**src/inc/krpg_params.svh**
```systemverilog
`ifndef KRPG_PARAMS_SVH
`define KRPG_PARAMS_SVH

// Register indices (word addresses); byte address is index * 4
`define KRPG_IDX_TX_NP_LOW        12'h4c5
`define KRPG_IDX_TX_NP_HIGH       12'h4c6
`define KRPG_IDX_LP_BASE_LOW      12'h4c7
`define KRPG_IDX_LP_BASE_HIGH     12'h4c8
`define KRPG_IDX_LP_NP_LOW        12'h4c9
`define KRPG_IDX_LP_NP_HIGH       12'h4ca
`define KRPG_IDX_LP_ADV           12'h4cb
`define KRPG_IDX_LT_CTRL          12'h4d0
`define KRPG_IDX_NP_CTRL          12'h4d8

// Training control fields
`define KRPG_LT_EN_BIT            0
`define KRPG_LT_DIS_WAIT_BIT      1
`define KRPG_LT_MAIN_LSB          4
`define KRPG_LT_PREPOST_LSB       8
`define KRPG_LT_CTRL_RESET        32'h0000_0111
`define KRPG_LT_CTRL_MASK         32'h0000_0fff

// Next-page control register (enable in bit 0)
`define KRPG_NP_EN_BIT            0

// Page field positions
`define KRPG_PG_PRBS_BIT          49
`define KRPG_PG_FEC_ABIL_BIT      46
`define KRPG_PG_FEC_REQ_BIT       47

// AXI response codes
`define KRPG_RESP_OKAY            2'h0
`define KRPG_RESP_SLVERR          2'h2

`endif

```
**src/inc/krpg_pkg.sv**
```systemverilog
package krpg_pkg;

    // Full 48-bit page with the internally made pseudo-random bit at 49
    typedef logic [49:0] krpg_page_t;

    // Received page strobe and contents
    typedef struct packed
    {
        logic       valid;   // Page complete and checked
        logic       is_base; // Base page when set, next page otherwise
        krpg_page_t page;    // Page bits
    } krpg_rx_page_t;

    // Outgoing page request to the transmit state machine
    typedef struct packed
    {
        logic       use_np;  // Next page taken from user registers
        krpg_page_t page;    // Page bits
    } krpg_tx_page_t;

    // Training control outputs
    typedef struct packed
    {
        logic       enable;        // Start-up protocol enable
        logic       dis_max_wait;  // Max-wait timer disabled
        logic [3:0] main_steps;    // Steps per main-tap update
        logic [3:0] prepost_steps; // Steps per pre/post-tap update
    } krpg_lt_ctrl_t;

endpackage

```
**src/hdl/krpg_regs.sv**
```systemverilog
// Function
// Next-page low word used only when enabled
// Next-page low: NP, ACK, MP, SECOND_ACKNOWLEDGE, toggle; ACK (page bit 14) is sent as zero, not taken from the word
// Next-page high maps to page 47:16
// Page bit 49 generated internally only
// Partner base low holds received fields
// Partner base high: tech and nonce
// Partner next-page low holds bits 15:11
// Partner next-page high: page 47:16
// Advertisement 24:0 reports technology field
// Only A0 and A2 supported here
// Advertisement 26:25 report FEC bits
// Advertisement 27 reports remote fault
// Advertisement 30:28 report pause bits
// Training enable bit, reset one
// Max-wait timer disable bit, reset zero
// Main steps field, reset one, 1-15; a written 0 is stored and driven unchanged
// Pre/post steps field, reset one
// Partner registers update on full pages
`include "krpg_params.svh"

module krpg_regs
(
    input  wire logic                   aclk,          // Clock, 40 MHz
    input  wire logic                   aresetn,       // Synchronous reset, active low
    input  wire logic [13:0]            s_awaddr,      // Write address
    input  wire logic [2:0]             s_awprot,      // Write protection, unused
    input  wire logic                   s_awvalid,     // Write address valid
    output logic                        s_awready,     // Write address ready
    input  wire logic [31:0]            s_wdata,       // Write data
    input  wire logic [3:0]             s_wstrb,       // Write byte strobes
    input  wire logic                   s_wvalid,      // Write data valid
    output logic                        s_wready,      // Write data ready
    output logic [1:0]                  s_bresp,       // Write response
    output logic                        s_bvalid,      // Write response valid
    input  wire logic                   s_bready,      // Write response ready
    input  wire logic [13:0]            s_araddr,      // Read address
    input  wire logic [2:0]             s_arprot,      // Read protection, unused
    input  wire logic                   s_arvalid,     // Read address valid
    output logic                        s_arready,     // Read address ready
    output logic [31:0]                 s_rdata,       // Read data
    output logic [1:0]                  s_rresp,       // Read response
    output logic                        s_rvalid,      // Read data valid
    input  wire logic                   s_rready,      // Read data ready
    input  wire krpg_pkg::krpg_rx_page_t rx_page,      // Page from receive state machine
    input  wire logic                   tx_prbs,       // Pseudo-random bit from transmit side
    output krpg_pkg::krpg_tx_page_t     tx_page,       // Next page to transmit
    output krpg_pkg::krpg_lt_ctrl_t     lt_ctrl,       // Training controls
    output logic [24:0]                 supported_tech // Partner techs this PHY can use
);

    // Writable registers
    logic [15:0] tx_np_low_q,  tx_np_low_d;   // User next page low
    logic [31:0] tx_np_high_q, tx_np_high_d;  // User next page high
    logic [31:0] lt_ctrl_q,    lt_ctrl_d;     // Training control
    logic        np_en_q,      np_en_d;       // Next-page control bit
    // Captured partner pages
    logic [15:0] lp_base_low_q,  lp_base_low_d;  // Partner base low
    logic [31:0] lp_base_high_q, lp_base_high_d; // Partner base high
    logic [15:0] lp_np_low_q,    lp_np_low_d;    // Partner next low
    logic [31:0] lp_np_high_q,   lp_np_high_d;   // Partner next high
    logic [1:0]  lp_fec_q,       lp_fec_d;       // Partner FEC ability and request
    // Bus state
    logic        aw_held_q, aw_held_d;        // Write address captured
    logic        w_held_q,  w_held_d;         // Write data captured
    logic [11:0] aw_idx_q,  aw_idx_d;         // Captured write index
    logic [31:0] wdata_q,   wdata_d;          // Captured write data
    logic [3:0]  wstrb_q,   wstrb_d;          // Captured strobes
    logic        bvalid_q,  bvalid_d;         // Write response pending
    logic [1:0]  bresp_q,   bresp_d;          // Write response code
    logic        rvalid_q,  rvalid_d;         // Read data pending
    logic [31:0] rdata_q,   rdata_d;          // Read data
    logic [1:0]  rresp_q,   rresp_d;          // Read response code
    logic        do_write;                    // Write commits this cycle
    logic [31:0] rd_val;                      // Decoded read value
    logic        rd_hit;                      // Read index mapped
    logic [31:0] adv_word;                    // Partner advertisement word

    // Merge write data into a register under byte strobes
    function automatic logic [31:0] merge(input logic [31:0] old, input logic [31:0] nw, input logic [3:0] st);
        logic [31:0] r;
        r = old;
        for (int i = 0; i < 4; i++)
        begin
            if (st[i])
            begin
                r[i*8 +: 8] = nw[i*8 +: 8];
            end
        end
        return r;
    endfunction

    // Index compare
    function automatic logic idx_is(input logic [11:0] idx, input logic [11:0] ref_idx);
        return idx == ref_idx;
    endfunction

    // Advertisement word assembled from the captured base page
    always_comb
    begin
        adv_word        = 32'h0000_0000;
        adv_word[24:0]  = lp_base_high_q[29:5];
        adv_word[25]    = lp_fec_q[0];
        adv_word[26]    = lp_fec_q[1];
        adv_word[27]    = lp_base_low_q[13];
        adv_word[28]    = lp_base_low_q[10];
        adv_word[29]    = lp_base_low_q[11];
        adv_word[30]    = lp_base_low_q[12];
    end

    // Only 1000BASE-KX and 10GBASE-KR abilities are usable by this PHY
    always_comb
    begin
        supported_tech    = 25'h0000000;
        supported_tech[0] = adv_word[0];
        supported_tech[2] = adv_word[2];
    end

    // Next page toward the transmit side
    always_comb
    begin
        tx_page.use_np       = np_en_q;
        tx_page.page         = '0;
        if (np_en_q)
        begin
            tx_page.page[15:11] = {tx_np_low_q[15], 1'b0, tx_np_low_q[13:11]};
            tx_page.page[10:0]  = tx_np_low_q[10:0];
            tx_page.page[47:16] = tx_np_high_q;
        end
        tx_page.page[`KRPG_PG_PRBS_BIT] = tx_prbs;
    end

    // Training control fields
    always_comb
    begin
        lt_ctrl.enable        = lt_ctrl_q[`KRPG_LT_EN_BIT];
        lt_ctrl.dis_max_wait  = lt_ctrl_q[`KRPG_LT_DIS_WAIT_BIT];
        lt_ctrl.main_steps    = lt_ctrl_q[`KRPG_LT_MAIN_LSB +: 4];
        lt_ctrl.prepost_steps = lt_ctrl_q[`KRPG_LT_PREPOST_LSB +: 4];
    end

    // Read decode
    always_comb
    begin
        rd_hit = 1'b1;
        rd_val = 32'h0000_0000;
        unique case (s_araddr[13:2])
            `KRPG_IDX_TX_NP_LOW:    rd_val = {16'h0000, tx_np_low_q};
            `KRPG_IDX_TX_NP_HIGH:   rd_val = tx_np_high_q;
            `KRPG_IDX_LP_BASE_LOW:  rd_val = {16'h0000, lp_base_low_q};
            `KRPG_IDX_LP_BASE_HIGH: rd_val = {2'h0, lp_base_high_q[29:0]};
            `KRPG_IDX_LP_NP_LOW:    rd_val = {16'h0000, lp_np_low_q};
            `KRPG_IDX_LP_NP_HIGH:   rd_val = lp_np_high_q;
            `KRPG_IDX_LP_ADV:       rd_val = adv_word;
            `KRPG_IDX_LT_CTRL:      rd_val = lt_ctrl_q;
            `KRPG_IDX_NP_CTRL:      rd_val = {31'h0, np_en_q};
            default:                rd_hit = 1'b0;
        endcase
    end

    // Bus handshake: address and data held until both are present
    assign s_awready = !aw_held_q && !bvalid_q;
    assign s_wready  = !w_held_q && !bvalid_q;
    assign s_arready = !rvalid_q;
    assign s_bvalid  = bvalid_q;
    assign s_bresp   = bresp_q;
    assign s_rvalid  = rvalid_q;
    assign s_rdata   = rdata_q;
    assign s_rresp   = rresp_q;
    assign do_write  = aw_held_q && w_held_q && !bvalid_q;

    // Next state for bus, software registers and captured pages
    always_comb
    begin
        aw_held_d      = aw_held_q;
        w_held_d       = w_held_q;
        aw_idx_d       = aw_idx_q;
        wdata_d        = wdata_q;
        wstrb_d        = wstrb_q;
        bvalid_d       = bvalid_q;
        bresp_d        = bresp_q;
        rvalid_d       = rvalid_q;
        rdata_d        = rdata_q;
        rresp_d        = rresp_q;
        tx_np_low_d    = tx_np_low_q;
        tx_np_high_d   = tx_np_high_q;
        lt_ctrl_d      = lt_ctrl_q;
        np_en_d        = np_en_q;
        lp_base_low_d  = lp_base_low_q;
        lp_base_high_d = lp_base_high_q;
        lp_np_low_d    = lp_np_low_q;
        lp_np_high_d   = lp_np_high_q;
        lp_fec_d       = lp_fec_q;
        // Capture address and data on their own handshakes
        if (s_awvalid && s_awready)
        begin
            aw_held_d = 1'b1;
            aw_idx_d  = s_awaddr[13:2];
        end
        if (s_wvalid && s_wready)
        begin
            w_held_d = 1'b1;
            wdata_d  = s_wdata;
            wstrb_d  = s_wstrb;
        end
        // Commit write once both halves are held
        if (do_write)
        begin
            aw_held_d = 1'b0;
            w_held_d  = 1'b0;
            bvalid_d  = 1'b1;
            bresp_d   = `KRPG_RESP_OKAY;
            if (idx_is(aw_idx_q, `KRPG_IDX_TX_NP_LOW))
            begin
                tx_np_low_d = 16'(merge({16'h0000, tx_np_low_q}, wdata_q, wstrb_q));
            end
            else if (idx_is(aw_idx_q, `KRPG_IDX_TX_NP_HIGH))
            begin
                tx_np_high_d = merge(tx_np_high_q, wdata_q, wstrb_q);
            end
            else if (idx_is(aw_idx_q, `KRPG_IDX_LT_CTRL))
            begin
                lt_ctrl_d = merge(lt_ctrl_q, wdata_q, wstrb_q) & `KRPG_LT_CTRL_MASK;
            end
            else if (idx_is(aw_idx_q, `KRPG_IDX_NP_CTRL))
            begin
                np_en_d = wstrb_q[0] ? wdata_q[`KRPG_NP_EN_BIT] : np_en_q;
            end
            else if (!(idx_is(aw_idx_q, `KRPG_IDX_LP_BASE_LOW) || idx_is(aw_idx_q, `KRPG_IDX_LP_BASE_HIGH) ||
                       idx_is(aw_idx_q, `KRPG_IDX_LP_NP_LOW) || idx_is(aw_idx_q, `KRPG_IDX_LP_NP_HIGH) ||
                       idx_is(aw_idx_q, `KRPG_IDX_LP_ADV)))
            begin
                bresp_d = `KRPG_RESP_SLVERR; // Unmapped address
            end
        end
        // Write response retires
        if (bvalid_q && s_bready)
        begin
            bvalid_d = 1'b0;
        end
        // Read answer
        if (s_arvalid && s_arready)
        begin
            rvalid_d = 1'b1;
            rdata_d  = rd_val;
            rresp_d  = rd_hit ? `KRPG_RESP_OKAY : `KRPG_RESP_SLVERR;
        end
        else if (rvalid_q && s_rready)
        begin
            rvalid_d = 1'b0;
        end
        // Partner pages copied whole on a checked page only
        if (rx_page.valid)
        begin
            if (rx_page.is_base)
            begin
                lp_base_low_d  = rx_page.page[15:0];
                lp_base_high_d = {2'h0, rx_page.page[45:16]};
                lp_fec_d       = {rx_page.page[`KRPG_PG_FEC_REQ_BIT],
                                  rx_page.page[`KRPG_PG_FEC_ABIL_BIT]};
            end
            else
            begin
                lp_np_low_d  = rx_page.page[15:0];
                lp_np_high_d = rx_page.page[47:16];
            end
        end
    end

    // Register all state
    always_ff @(posedge aclk)
    begin
        if (!aresetn)
        begin
            aw_held_q      <= 1'b0;
            w_held_q       <= 1'b0;
            aw_idx_q       <= 12'h000;
            wdata_q        <= 32'h0000_0000;
            wstrb_q        <= 4'h0;
            bvalid_q       <= 1'b0;
            bresp_q        <= 2'h0;
            rvalid_q       <= 1'b0;
            rdata_q        <= 32'h0000_0000;
            rresp_q        <= 2'h0;
            tx_np_low_q    <= 16'h0000;
            tx_np_high_q   <= 32'h0000_0000;
            lt_ctrl_q      <= `KRPG_LT_CTRL_RESET;
            np_en_q        <= 1'b0;
            lp_base_low_q  <= 16'h0000;
            lp_base_high_q <= 32'h0000_0000;
            lp_np_low_q    <= 16'h0000;
            lp_np_high_q   <= 32'h0000_0000;
            lp_fec_q       <= 2'h0;
        end
        else
        begin
            aw_held_q      <= aw_held_d;
            w_held_q       <= w_held_d;
            aw_idx_q       <= aw_idx_d;
            wdata_q        <= wdata_d;
            wstrb_q        <= wstrb_d;
            bvalid_q       <= bvalid_d;
            bresp_q        <= bresp_d;
            rvalid_q       <= rvalid_d;
            rdata_q        <= rdata_d;
            rresp_q        <= rresp_d;
            tx_np_low_q    <= tx_np_low_d;
            tx_np_high_q   <= tx_np_high_d;
            lt_ctrl_q      <= lt_ctrl_d;
            np_en_q        <= np_en_d;
            lp_base_low_q  <= lp_base_low_d;
            lp_base_high_q <= lp_base_high_d;
            lp_np_low_q    <= lp_np_low_d;
            lp_np_high_q   <= lp_np_high_d;
            lp_fec_q       <= lp_fec_d;
        end
    end

endmodule

```
**config.mk**
```make
export PLATFORM = sky130hd
export DESIGN_NAME = krpg_regs
export DESIGN_NICKNAME = d
export VERILOG_FILES = /design/src/inc/krpg_pkg.sv /design/src/hdl/krpg_regs.sv
export VERILOG_INCLUDE_DIRS = /design/src /design/src/inc
export SDC_FILE = /design/constraint.sdc
export NUM_CORES = 1
export LEC_CHECK = 0
export BUFFER_PORTS_ARGS = -buffer_cell sky130_fd_sc_hd__buf_2
export CAP_MARGIN = 20
export CORE_MARGIN = 5
export CORE_UTILIZATION = 54
export DETAILED_ROUTE_END_ITERATION = 16
export PLACE_DENSITY = 0.84
export REMOVE_ABC_BUFFERS = 1
export SYNTH_ARGS = -nofsm -noshare
export SYNTH_HDL_FRONTEND = slang
export SYNTH_SLANG_ARGS = --single-unit
export TNS_END_PERCENT = 20
```
**constraint.sdc**
```tcl
create_clock -name aclk -period 2.57 [get_ports aclk]
set_input_delay 0.514 -clock aclk [delete_from_list [all_inputs] [get_ports aclk]]
set_output_delay 0.514 -clock aclk [all_outputs]
set_load 0.1 [all_outputs]
```
# Word level (Yosys, flattened, before mapping)
# Index checks and enable logic that the tools add are counted.
[word_totals]
ff_bits = 245
input_bits = 130
out_inout_bits = 127
wordCells = 90
[op_classes]
n_eq_ne = 18
muxes = 11
n_bitwise = 5
n_reduce_logical = 32
[ops]
columns = ["op", "count"]
rows = [
  ["one-hot mux 32 bit (9 select lines)", 1],
  ["== test 12 x 11 -> 1 bit, second input constant", 18],
  ["two-way mux 48 bit", 1],
  ["AND reduction 4 bit", 4],
  ["two-way mux 2 bit", 6],
  ["AND reduction 5 bit", 2],
  ["logical AND 1 bit", 9],
  ["OR reduction 9 bit", 1],
  ["AND reduction 3 bit", 2],
  ["AND reduction 6 bit", 1],
  ["inverter 1 bit", 5],
  ["logical NOT 1 bit", 4],
  ["logical OR 1 bit", 4],
  ["AND reduction 2 bit", 2],
  ["OR reduction 2 bit", 2],
  ["two-way mux 1 bit", 3],
  ["nonzero test 2 bit", 1],
]

# Depth between registers and ports, before layout
[logic_depth]
ltp_word = 10
depth_mapped = 8
mapped_depth_nobuf = 5

# Least setup slack after synthesis
# No wires, ideal clock.
[synth_timing]
path_type = "flip-flop to flip-flop"
start = "register bvalid_q (netlist: s_bvalid)"
end = "register wdata_q[22]"
arrival_time_ns = 3.128
required_ns = 2.500
setup_slack_ns = -0.628
path_stages_with_launch = 7
cell_sequence = "dfxtp_1 nor2_1 and2_1 clkbuf_1 buf_1 nand2_1 a21oi_1"
[synth_via]
elab_chain_cells = 3
[synth_rtl]
columns = ["item", "line", "source"]
rows = [
  ["start: declaration", "krpg_regs.sv:69", "logic bvalid_q, bvalid_d;"],
  ["start signal: assignment", "krpg_regs.sv:302", "bvalid_q <= bvalid_d;"],
  ["logical NOT 1 bit", "krpg_regs.sv:163", "assign s_wready = !w_held_q && !bvalid_q;"],
  ["logical AND 1 bit", "krpg_regs.sv:163", ""],
  ["named net s_wready", "krpg_regs.sv:33", "output logic s_wready,"],
  ["logical AND 1 bit", "krpg_regs.sv:200", "if (s_wvalid && s_wready)"],
  ["end signal: assignment", "krpg_regs.sv:300", "wdata_q <= wdata_d;"],
  ["end: declaration", "krpg_regs.sv:67", "logic [31:0] wdata_q, wdata_d;"],
]
# The timed path passes the listed nets, and every way through them passes these cells.
# A chain may end at the register's enable or synchronous reset.

==> flow_summary_export.csv <==
group,metric,value,unit
run_status,status,"complete, no violations",
worst_setup_path,r2r-end,"lt_ctrl_q[3]$_SDFFE_PN0P_",
die,ioPinCount,257,
synth,synthCells,1269,
global_route,antenna_found_initial,9,
cts,cts_setup_buffers,0,
timing,setup_viol,0,
drt,vias_per_cell,5.68,
timing,fin_crit_sh,82.4,%
synth,ys_top_cells_by_area,"dfxtp_1 (46%), nand2_1 (12%), a21oi_1 (8.0%)",
synth,synth_edf_count,0,
die,die_area,22300,sq um
drt,postRouteWirelength,32.7,mm
worst_setup_path,worstRegToRegCells,5,
worst_setup_path,critPathMaxFanout,30,
power_and_ir_drop,power_density,643,nW/um^2
die,rows,51,
cts,cts_resized,0,
drt,drt_pass1_iterations,8,
worst_setup_path,crit_slowest_cell,"dfxtp_1",
cts,cts_sinks,243,
synth,ys_types,58,
drt,via_count,9820,
cts,worstSkewPairLatency,0.52,ns
synth,ys_warn_count,0,
global_route,grt_max_degree,70,
die,die_h,149,microns
timing,drv_slew,0,
cts,clk_pin_slew,0.06,ns
synth,synth_area_leader_cell,"dfxtp_1",
synth,synth_ff_type,"dfxtp_1",
cells_and_area,final_cell_mix,"nand2_1 (339), dfxtp_1 (243), a21oi_1 (168)",
global_route,grt_pass1_vias,9548,
cts,cts_tree,"built",
worst_setup_path,crit_path_start,"np_en_q$_SDFFE_PN0P_",
worst_setup_path,reg2reg_from,"aw_idx_q[3]$_SDFFE_PN0P_",
timing,grt_setup_unrepaired,"no",
cells_and_area,final_common_cell,"nand2_1",
drt,first_iter_violations,1008,
timing,worst_clock_skew,0.0170,ns
synth,synth_area,10500,sq um
timing,relSlewSlack,52.6,%
timing,fmax,472,MHz
worst_setup_path,crit_path_end,"tx_page[24]",
cells_and_area,synthToLayoutAreaGrowth,26.0,%
worst_setup_path,endpoint_kind,"output pin",
synth,ys_ff_latch,243,
die,die-width,149,microns
worst_hold_path,min_path_cells,2,
drt,wl_per_cell,18.9,microns
synth,ys_seq_area_share,46.4,%
cts,h-tree-depth,1,
cts,root_buffer,"clkbuf_16",
placed_design,dp.final_hpwl,22.4,mm
placed_design,gp_congestion,0.898,
cts,cts_inserted_buffers,25,
cts,cts_hold_buffers,0,
die,start_util,54.4,%
synth,yosysTopAreaCellShare,46.4,%
worst_setup_path,max_stage_delay,0.33,ns
worst_setup_path,start_kind,"flop",
timing,setup_ws,0.451,ns
run,drv_cap,0,
drt,drc,0,
global_route,grt_pass1_wl,49.8,mm
global_route,gr-usage-all-layers,27.9,%
global_route,grt-ovfl-total,0,
power_and_ir_drop,power,0.00849,W
placed_design,post-place-ws,0.255,ns
synth,synth-async-reset-ratio,0,%
worst_hold_path,hold_class,"in -> reg",
worst_setup_path,required,2.06,ns
cells_and_area,drive_above_1_share,22.2,%
worst_setup_path,path_cells,"buf_4 -> and2_1 -> buf_12",
worst_setup_path,critPathArrivalTime,1.60,ns
cells_and_area,nets,1576,
worst_setup_path,r2r_setup_slack,0.63,ns
synth,syn_area_per_cell,8.26,sq um
worst_setup_path,crit_type,"reg -> out",
placed_design,io_buffers,215,
power_and_ir_drop,leakage,5.30,nW
power_and_ir_drop,ir_worst_vdd,0.452,mV
drt,ant_nets,0,
die,core-area,19300,sq um
timing,hold_viol_final,0,
timing,period_needed,2.12,ns
cts,max-clock-path-buffers,3,
timing,tightestPinTransition,0.710,ns
## layout make-up
| cell class | instances | area, sq um |
|---|---|---|
| flip-flops and latches | 243 | 4860 |
| inverters | 6 | 27.5 |
| diodes | 3 | 7.51 |
| well taps | 265 | 332 |
| clock buffers | 36 | 717 |
| repair buffers | 254 | 2110 |
| fillers | 1561 | 6060 |
| clock inverters | 7 | 90.1 |
| multi-input cells | 916 | 5050 |
## where the power goes
| group | leakage, nW | internal, W | switching (W) |
|---|---|---|---|
| clock network | 0.391 | 0.00213 | 0.00146 |
| registers | 1.98 | 0.00390 | 0.0000936 |
| logic | 2.93 | 0.000237 | 0.000677 |
## critical path: cells and delay by family (launching register included)
family / cells / cell delay, ns
buf+inv: 2 / 0.49
simple gates: 1 / 0.25
flops: 1 / 0.33
## worst min-delay path by stage
stage	from	slack [ns]	endpoint
after floorplan	aw_idx_q[6]$_SDFFE_PN0P_	0.43	aw_idx_q[6]$_SDFFE_PN0P_
after global placement	s_rdata[13]$_SDFFE_PN0P_	0.43	s_rdata[13]$_SDFFE_PN0P_
after detailed placement	s_rdata[7]$_SDFFE_PN0P_	0.44	s_rdata[7]$_SDFFE_PN0P_
after CTS	s_rready	0.20	s_rvalid$_SDFFE_PN0P_
after global routing	s_rready	0.19	s_rvalid$_SDFFE_PN0P_
final	s_rready	0.21	s_rvalid$_SDFFE_PN0P_
## sequential cells by signal (all words and copies together), names as in the netlist
name	count
lp_np_high_q	32
s_rdata	32
tx_np_high_q	32
wdata_q	32
lp_base_high_q	30
lp_base_low_q	16
lp_np_low_q	16
tx_np_low_q	16
aw_idx_q	12
lt_ctrl_q	12
wstrb_q	4
lp_fec_q	2
aw_held_q	1
np_en_q	1
s_bresp	1
s_bvalid	1
s_rresp	1
s_rvalid	1
w_held_q	1
## synthesized netlist by cell type, types with 2 or more instances
| library cell | count |
|---|---|
| a211oi_1 | 10 |
| a21oi_1 | 168 |
| a221oi_1 | 15 |
| a222oi_1 | 15 |
| a22o_1 | 10 |
| a22oi_1 | 24 |
| a32oi_1 | 2 |
| and2_1 | 53 |
| and3_1 | 3 |
| and4bb_2 | 3 |
| buf_1 | 7 |
| buf_2 | 13 |
| buf_4 | 42 |
| clkbuf_1 | 68 |
| dfxtp_1 | 243 |
| inv_1 | 6 |
| mux2_2 | 11 |
| mux2i_1 | 70 |
| nand2_1 | 340 |
| nand2_2 | 2 |
| nand2b_1 | 5 |
| nand3_1 | 10 |
| nor2_1 | 68 |
| nor2b_1 | 8 |
| nor3_1 | 3 |
| nor3b_2 | 2 |
| nor4_4 | 2 |
| nor4bb_1 | 2 |
| o211a_1 | 2 |
| o21ai_0 | 22 |
| o22ai_1 | 13 |
## layer usage
layer	vias to the layer above	global-route usage [%]	part of all wire [%]
li1	4630	-	-
met1	4563	34.5	38
met2	487	46.4	48
met3	128	6.14	8.8
met4	12	13.3	4.7
met5	-	0	0.27
## logic make-up after synthesis
kind of cell,synth area share (%)
and+or+nand+nor,22.3
buffers and inverters,6.53
muxes,7.86
other,0.0358
AOI/OAI and AO/OA,16.9
DFF,46.4
## metrics by stage
step	std cells	util [%]	instance area, sq um	setup TNS, ns	hold WS [ns]
CTS	1727	68.5	13200	0	0.198
detailed placement	1684	64.3	12400	0	0.439
finish	1730	68.5	13200	0	0.207
floorplan	1165	-	9920	-343.02	0.431
global placement	1684	64.3	12400	0	0.428
global route	1730	68.5	13200	0	0.195
Note: power is estimated with default switching activity, not from simulation.
